--- src/hdl/sts_pkg.sv ---
// Package for the scan trigger sequencer: commands, sources, sizes, states
package sts_pkg;

   // Scan list storage
   localparam int LIST_DEPTH = 16;
   localparam int IDX_W = 4;
   localparam int CHAN_W = 12;   // Module, section and channel packed into one relay code
   localparam logic [IDX_W-1:0] IDX_RESET = 4'h0;
   localparam logic [IDX_W:0] LEN_RESET = 5'h00;

   // Trigger line selection
   localparam int TTL_W = 8;
   localparam int TTL_SEL_W = 3;
   localparam logic [TTL_SEL_W-1:0] TTL_SEL_RESET = 3'h0;

   // Programmed trigger delay in cycles
   localparam int DLY_W = 16;
   localparam logic [DLY_W-1:0] DLY_RESET = 16'h0000;

   // Commands from the word-serial command decoder
   typedef enum logic [2:0] {
      STS_CMD_NONE     = 3'b000,
      STS_CMD_ABORT    = 3'b001,
      STS_CMD_ARM_ONCE = 3'b010,
      STS_CMD_ARM_CONT = 3'b011,
      STS_CMD_BUS_TRG  = 3'b100,
      STS_CMD_COMMON   = 3'b101,
      STS_CMD_IMM_TRG  = 3'b110
   } sts_cmd_t;

   // Trigger source selection
   typedef enum logic [1:0] {
      STS_SRC_BUS  = 2'b00,
      STS_SRC_HOLD = 2'b01,
      STS_SRC_IMM  = 2'b10,
      STS_SRC_TTL  = 2'b11
   } sts_src_t;

   // Trigger state machine
   typedef enum logic [1:0] {
      STS_ST_IDLE  = 2'b00,
      STS_ST_ARMED = 2'b01,
      STS_ST_DELAY = 2'b10
   } sts_state_t;

   // Relay drive command towards the relay driver
   typedef struct packed {
      logic open_en;
      logic [CHAN_W-1:0] open_chan;
      logic close_en;
      logic [CHAN_W-1:0] close_chan;
   } sts_relay_t;

   // Configuration from the command decoder
   typedef struct packed {
      sts_src_t src;
      logic [TTL_SEL_W-1:0] ttl_sel;
      logic [DLY_W-1:0] delay;
   } sts_cfg_t;

endpackage

--- src/hdl/sts_trig_filter.sv ---
// Trigger qualification: source selection and hold blocking
`timescale 1ns/1ps
module sts_trig_filter (
   input wire logic core_clk_i,
   input wire logic sys_rst_i,
   input wire sts_pkg::sts_src_t src_i,
   input wire logic [sts_pkg::TTL_SEL_W-1:0] ttl_sel_i,
   input wire logic [sts_pkg::TTL_W-1:0] ttl_i,
   input wire sts_pkg::sts_cmd_t cmd_i,
   input wire logic cmd_valid_i,
   output logic trig_o,
   output logic trig_now_o
);

   logic ttl_prev;
   logic ttl_bit;
   logic ttl_rise;
   logic bus_cmd;
   logic imm_cmd;
   logic src_imm;

   // Selected line, rising edge only so a held level triggers once
   assign ttl_bit = ttl_i[ttl_sel_i];
   assign ttl_rise = ttl_bit & ~ttl_prev;
   // Common trigger acts exactly like the backplane trigger command
   assign bus_cmd = cmd_valid_i && (cmd_i == sts_pkg::STS_CMD_BUS_TRG || cmd_i == sts_pkg::STS_CMD_COMMON);
   assign imm_cmd = cmd_valid_i && cmd_i == sts_pkg::STS_CMD_IMM_TRG;
   assign src_imm = src_i == sts_pkg::STS_SRC_IMM;

   always_ff @(posedge core_clk_i) begin
      if (sys_rst_i) begin
         ttl_prev <= 1'b0;
      end else begin
         ttl_prev <= ttl_bit;
      end
   end

   // Hold blocks every delayed source; the immediate command always gets through undelayed
   always_comb begin
      trig_o = 1'b0;
      case (src_i)
         sts_pkg::STS_SRC_BUS: trig_o = bus_cmd;
         sts_pkg::STS_SRC_TTL: trig_o = ttl_rise;
         sts_pkg::STS_SRC_IMM: trig_o = 1'b0;
         sts_pkg::STS_SRC_HOLD: trig_o = 1'b0;
         default: trig_o = 1'b0;
      endcase
      // Immediate source fires at once whenever armed
      trig_now_o = imm_cmd | src_imm;
   end

endmodule

--- src/hdl/sts_sequencer.sv ---
// Scan trigger sequencer top: scan list, idle/armed/delay state machine, relay stepping
`timescale 1ns/1ps
// Summary of operation
// - Halt command always returns the trigger state machine to idle.
// - Halt command opens the scan-list relay that is currently closed.
// - In idle every trigger is discarded and no relay moves.
// - Single-shot and continuous arm commands both move idle to armed.
// - Trigger source is bus, hold, immediate or one selected TTL line.
// - Hold source ignores TTL, bus, common and immediate-source triggers.
// - Immediate-trigger command fires even under hold.
// - Immediate-trigger command skips the programmed trigger delay.
// - First trigger after arming closes the first list relay, opens nothing.
// - Each later trigger opens the previous relay then closes the next.
// - List entries from many modules and sections run in listed order.
// - Bus trigger command advances the scan only with bus source selected.
// - Common trigger command acts exactly like a bus trigger command.
module sts_sequencer (
   input wire logic core_clk_i,
   input wire logic sys_rst_i,
   input wire sts_pkg::sts_cmd_t cmd_i,
   input wire logic cmd_valid_i,
   input wire sts_pkg::sts_cfg_t cfg_i,
   input wire logic [sts_pkg::TTL_W-1:0] ttl_i,
   input wire logic list_clear_i,
   input wire logic list_wr_i,
   input wire logic [sts_pkg::CHAN_W-1:0] list_chan_i,
   output sts_pkg::sts_relay_t relay_o,
   output logic relay_valid_o,
   output logic armed_o,
   output logic chan_closed_o,
   output logic [sts_pkg::IDX_W:0] list_len_o
);

   sts_pkg::sts_state_t state;
   sts_pkg::sts_state_t next_state;
   logic [sts_pkg::CHAN_W-1:0] list_mem [sts_pkg::LIST_DEPTH];
   logic [sts_pkg::IDX_W:0] list_len;
   logic [sts_pkg::IDX_W-1:0] pos;
   logic closed;
   logic [sts_pkg::CHAN_W-1:0] closed_chan;
   logic [sts_pkg::DLY_W-1:0] dly_cnt;
   logic trig;
   logic trig_now;
   logic is_abort;
   logic is_arm;
   logic step;
   logic delayed_done;
   logic list_empty;
   logic [sts_pkg::IDX_W-1:0] next_pos;
   logic [sts_pkg::CHAN_W-1:0] step_chan;
   logic at_end;

   sts_trig_filter u_filter (
      .core_clk_i(core_clk_i),
      .sys_rst_i(sys_rst_i),
      .src_i(cfg_i.src),
      .ttl_sel_i(cfg_i.ttl_sel),
      .ttl_i(ttl_i),
      .cmd_i(cmd_i),
      .cmd_valid_i(cmd_valid_i),
      .trig_o(trig),
      .trig_now_o(trig_now)
   );

   // Command decode
   assign is_abort = cmd_valid_i && cmd_i == sts_pkg::STS_CMD_ABORT;
   assign is_arm = cmd_valid_i && (cmd_i == sts_pkg::STS_CMD_ARM_ONCE || cmd_i == sts_pkg::STS_CMD_ARM_CONT);
   assign list_empty = list_len == 5'h00;
   assign delayed_done = state == sts_pkg::STS_ST_DELAY && dly_cnt == 16'h0000;
   // A step happens from armed on an immediate trigger or a zero delay, or when the delay runs out
   assign step = !is_abort && !list_empty &&
                 ((state == sts_pkg::STS_ST_ARMED && (trig_now || (trig && cfg_i.delay == 16'h0000))) ||
                  (state == sts_pkg::STS_ST_DELAY && (trig_now || delayed_done)));
   // Next list slot in listed order, wrapping at the end
   assign at_end = {1'b0, pos} + 5'h01 >= list_len;
   assign next_pos = closed ? (at_end ? sts_pkg::IDX_RESET : pos + 4'h1) : sts_pkg::IDX_RESET;
   assign step_chan = list_mem[next_pos];

   // State transitions
   always_comb begin
      next_state = state;
      case (state)
         sts_pkg::STS_ST_IDLE: begin
            if (is_arm) begin
               next_state = sts_pkg::STS_ST_ARMED;
            end
         end
         sts_pkg::STS_ST_ARMED: begin
            if (is_abort) begin
               next_state = sts_pkg::STS_ST_IDLE;
            end else if (trig && !trig_now && cfg_i.delay != 16'h0000) begin
               next_state = sts_pkg::STS_ST_DELAY;
            end
         end
         sts_pkg::STS_ST_DELAY: begin
            if (is_abort) begin
               next_state = sts_pkg::STS_ST_IDLE;
            end else if (step || delayed_done) begin
               next_state = sts_pkg::STS_ST_ARMED;
            end
         end
         default: next_state = sts_pkg::STS_ST_IDLE;
      endcase
   end

   // Scan list storage; writes while a scan runs are accepted, so load the list before arming
   always_ff @(posedge core_clk_i) begin
      if (sys_rst_i || list_clear_i) begin
         list_len <= sts_pkg::LEN_RESET;
      end else if (list_wr_i && list_len < 5'(sts_pkg::LIST_DEPTH)) begin
         list_mem[list_len[sts_pkg::IDX_W-1:0]] <= list_chan_i;
         list_len <= list_len + 5'h01;
      end
   end

   // State register and delay counter
   always_ff @(posedge core_clk_i) begin
      if (sys_rst_i) begin
         state <= sts_pkg::STS_ST_IDLE;
         dly_cnt <= sts_pkg::DLY_RESET;
      end else begin
         state <= next_state;
         if (state == sts_pkg::STS_ST_ARMED) begin
            dly_cnt <= cfg_i.delay - 16'h0001;
         end else if (dly_cnt != 16'h0000) begin
            dly_cnt <= dly_cnt - 16'h0001;
         end
      end
   end

   // Relay stepping; every output comes from a flip-flop
   always_ff @(posedge core_clk_i) begin
      if (sys_rst_i) begin
         pos <= sts_pkg::IDX_RESET;
         closed <= 1'b0;
         closed_chan <= '0;
         relay_o <= '0;
         relay_valid_o <= 1'b0;
      end else begin
         relay_valid_o <= 1'b0;
         if (is_abort && state != sts_pkg::STS_ST_IDLE && closed) begin
            relay_o <= '{open_en: 1'b1, open_chan: closed_chan, close_en: 1'b0, close_chan: '0};
            relay_valid_o <= 1'b1;
            closed <= 1'b0;
            pos <= sts_pkg::IDX_RESET;
         end else if (is_abort && state != sts_pkg::STS_ST_IDLE) begin
            pos <= sts_pkg::IDX_RESET;
         end else if (step) begin
            relay_o <= '{open_en: closed, open_chan: closed_chan, close_en: 1'b1, close_chan: step_chan};
            relay_valid_o <= 1'b1;
            closed <= 1'b1;
            closed_chan <= step_chan;
            pos <= next_pos;
         end
      end
   end

   // Status copies
   always_ff @(posedge core_clk_i) begin
      if (sys_rst_i) begin
         armed_o <= 1'b0;
         chan_closed_o <= 1'b0;
         list_len_o <= sts_pkg::LEN_RESET;
      end else begin
         armed_o <= next_state != sts_pkg::STS_ST_IDLE;
         chan_closed_o <= closed;
         list_len_o <= list_len;
      end
   end
endmodule

--- config.mk ---
export PLATFORM = sky130hd
export DESIGN_NAME = sts_sequencer
export DESIGN_NICKNAME = d
export VERILOG_FILES = /design/src/hdl/sts_pkg.sv /design/src/hdl/sts_trig_filter.sv /design/src/hdl/sts_sequencer.sv
export SDC_FILE = /design/constraint.sdc
export NUM_CORES = 1
export LEC_CHECK = 0
export BUFFER_PORTS_ARGS = -buffer_cell sky130_fd_sc_hd__buf_4
export CAP_MARGIN = 20
export CORE_MARGIN = 1.5
export CORE_UTILIZATION = 50
export DETAILED_ROUTE_END_ITERATION = 8
export GPL_TIMING_DRIVEN = 0
export PLACE_DENSITY = 0.68
export SLEW_MARGIN = 20
export SYNTH_ARGS = -nofsm -noshare
export SYNTH_HDL_FRONTEND = slang
export SYNTH_SLANG_ARGS = --single-unit
--- constraint.sdc ---
create_clock -name core_clk_i -period 6.6 [get_ports core_clk_i]
set_clock_uncertainty 0.2 [all_clocks]
set_input_delay 0.33 -clock core_clk_i [delete_from_list [all_inputs] [get_ports core_clk_i]]
set_output_delay 0.33 -clock core_clk_i [all_outputs]
set_load 0.005 [all_outputs]
==> results.yml <==
status:
  status: "finished clean"
timing:
  grt_setup_unrepaired: "false"
  setup_violations: 0
  fmax_mhz: 209
  finalCritPeriodShare_pct: 72.4
  hold_violations: 0
  slew_headroom_pct: 19.3
  tns_ps: 0
  period_minus_slack_ps: 4780
  tightest_slew_ps: 1200
  finalMaxSlewViolations: 0
  layout_setup_ws_ps: 1820
worst_setup_path:
  reg2reg_depth: 14
  cp-start-kind: "flop"
  crit_required_ps: 6830
  r2r_end: "closed_chan[7]"
  worstPathMaxFanout: 10
  reg2reg_slack_ps: 1820
  crit_type: "reg2reg"
  r2r_start: "pos[0]"
  crit_path_start: "pos[0]"
  arrival_ps: 5010
  crit_path_end_kind: "flop"
  crit_path_end: "closed_chan[7]"
logic_synthesis:
  ys_async_sr_fraction_pct: 0
  yosys_most_used_dff: "edfxtp_1"
  synthTopCellsByArea: "edfxtp_1, dfxtp_1, mux2i_1"
  syn_nets: 890
  netlist_instances: 830
  ys_ff_latch: 266
  synth_edf_count: 192
  syn-cell-area_sq_um: 11200
  synth_simple_gate_area_share_pct: 8.69
  yosys.area.top_type_share_pct: 51.5
  synth_compound_area_share_pct: 12.2
  avgSynthCellArea_sq_um: 13.5
  synth.area.mux_share_pct: 8.90
  yosys.area.top_type: "edfxtp_1"
  synthAdderAreaFrac_pct: 1.23
  yosys_warnings: 0
  seq_area_frac_synth_pct: 64.7
  synth_top_family_by_area: "compound AO/OA/AOI/OAI gates"
  synth_xor_area_share_pct: 1.49
  ys_types: 76
cts:
  clockBufferDepth: 3
  cts_root_buf: "clkbuf_16"
  ctsResizeCount: 0
  cts_num_sinks: 266
  htreeDepth: 1
  numCtsBuffers: 28
  cts_tree: "built"
  clk_pin_slew_worst_paths_ps: 60
  clk_latency_ps: 550
floorplan:
  fp.dieH_um: 153
  io_pins: 83
  fp-row-count: 54
  die_w_um: 153
  floorplan.die_area_sq_um: 23300
  start_util_pct: 51.2
  core_sq_um: 21900
run:
  drv_cap: 0
final_layout:
  antenna_cells: 0
  final_nets: 1036
  areaGrowthSynthToFinish_pct: 20.3
  final_cell_mix: "edfxtp_1, buf_4, dfxtp_1"
  num-fill-cells: 1717
  drive_gt1_share_pct: 20.5
  final_common_cell: "edfxtp_1"
drt:
  routed_wl_um: 28100
  drtIter0Drc: 735
  viasPerCell: 5.92
  post_drt_wl_per_cell_um: 22.0
  antenna_left: 0
  drt_first_pass_iters: 6
  drc: 0
  num_vias: 7570
global_routing:
  grt_pass1_wl_um: 42900
  track_usage_pct: 24.0
  grt_max_degree: 17
  gr-total-overflow: 0
  grt_pass1_vias: 7419
  grt_antenna_before_repair: 0
hold_path:
  min-delay-path-class: "in2reg"
place:
  dp_slack_ps: 2000
  gp_congestion: 0.880
  dp_hpwl_um: 19200
  port_buffers: 82
power_and_ir_drop:
  p_leak_nw: 4.87
  powerDensity_nw_per_um2: 282
  vdd_drop_max_uv: 232
## worst min-delay path by stage
stage / from / end / depth (start not counted)
finish: cfg_i[9] / dly_cnt[9] / 4
detailed placement: closed_chan[0] / closed_chan[0] / 1
global route: cfg_i[2] / dly_cnt[2] / 4
CTS: cfg_i[2] / dly_cnt[2] / 4
global placement: closed_chan[0] / closed_chan[0] / 1
floorplan: list_clear_i / list_len[3] / 1
## where the power goes
| group | switching [mW] | total [mW] | internal [mW] |
|---|---|---|---|
| combinational | 0.209 | 0.376 | 0.167 |
| sequential | 0.0405 | 1.88 | 1.84 |
| clock | 0.632 | 1.55 | 0.913 |
| total | 0.882 | 3.80 | 2.92 |
## worst max-delay path, cell delays in order, from the launching register on
cell and delay (ps):
dfxtp_1 380, ha_1 250, xnor2_1 210, clkbuf_1 390
inv_1 170, clkbuf_1 360, ha_1 420, nand2_1 70
o21a_1 180, clkbuf_1 210, o21ai_1 840, o221ai_1 260
o221ai_1 270, o2111ai_1 260, o211a_1 210
## registers in the layout, summed over array words and instances (netlist names)
name	cells
list_mem	192
relay_o	25
dly_cnt	16
closed_chan	12
list_len	5
list_len_o	5
pos	4
state	2
armed_o	1
chan_closed_o	1
closed	1
relay_valid_o	1
u_filter.ttl_prev	1
## logic make-up after synthesis
logic type | count (synthesis)
xor gates and xnor gates | 19
DFF | 266
muxes | 82
adders and majority gates | 11
buffers and inverters | 67
and+or+nand+nor | 202
AOI/OAI and AO/OA | 183
## per-stage QoR
step / cell area (sq um) / instances / power [mW] / util, % / hold slack (ps)
2_1_floorplan: 11200 / 830 / 2.17 / - / 207
3_3_place_gp: 12200 / 1192 / 2.27 / 55.6 / 239
3_5_place_dp: 12300 / 1200 / 2.27 / 56.2 / 240
4_1_cts: 13500 / 1278 / 3.82 / 61.6 / 4.92
5_1_grt: 13500 / 1278 / 3.94 / 61.6 / 54.6
6_report: 13500 / 1278 / 3.80 / 61.6 / 31.0
## Yosys cell counts (all sizes together) (4+ instances only)
library cell    n
o211ai          8
dfxtp          74
xnor2           7
nand2b          5
nand4           4
mux4           13
clkbuf         18
and3           11
o221ai         17
o2111ai        10
o211a          16
o22ai           5
nand3          12
nand2          35
xor2           12
mux2i          61
nor2           84
mux2            8
edfxtp        192
inv            26
a211oi          7
buf            23
a21oi          36
nor4            8
nor2b          11
o21ai          29
nor3           20
a221oi          6
a21o            5
ha             11
a22oi           8
o22a            6
## what timing repair did
item	in CTS	in global routing
hold endpoints to repair	208	0
hold buffers	26	0
setup buffers	0	0
## per-layer routing
metal,wire length [um],global-route usage (%),vias to the layer above
li1,-,-,3483
met1,12400,34.2,3674
met2,12500,37.0,360
met3,2410,5.18,53
met4,766,7.28,0
met5,0,0,-
## final cells by class
cell class                 instances  area [sq um]  share of cell area, %
multi-input combinational        497          3700                   27.4
clock buffer                      36           742                   5.51
clock inverter                    16           170                   1.26
inverter                          26          97.6                  0.724
timing repair buffer             116           958                   7.11
buffer                            41           215                   1.60
tap                              280           350                   2.60
sequential                       266          7250                   53.8
Power figures use the tool's default switching activity.
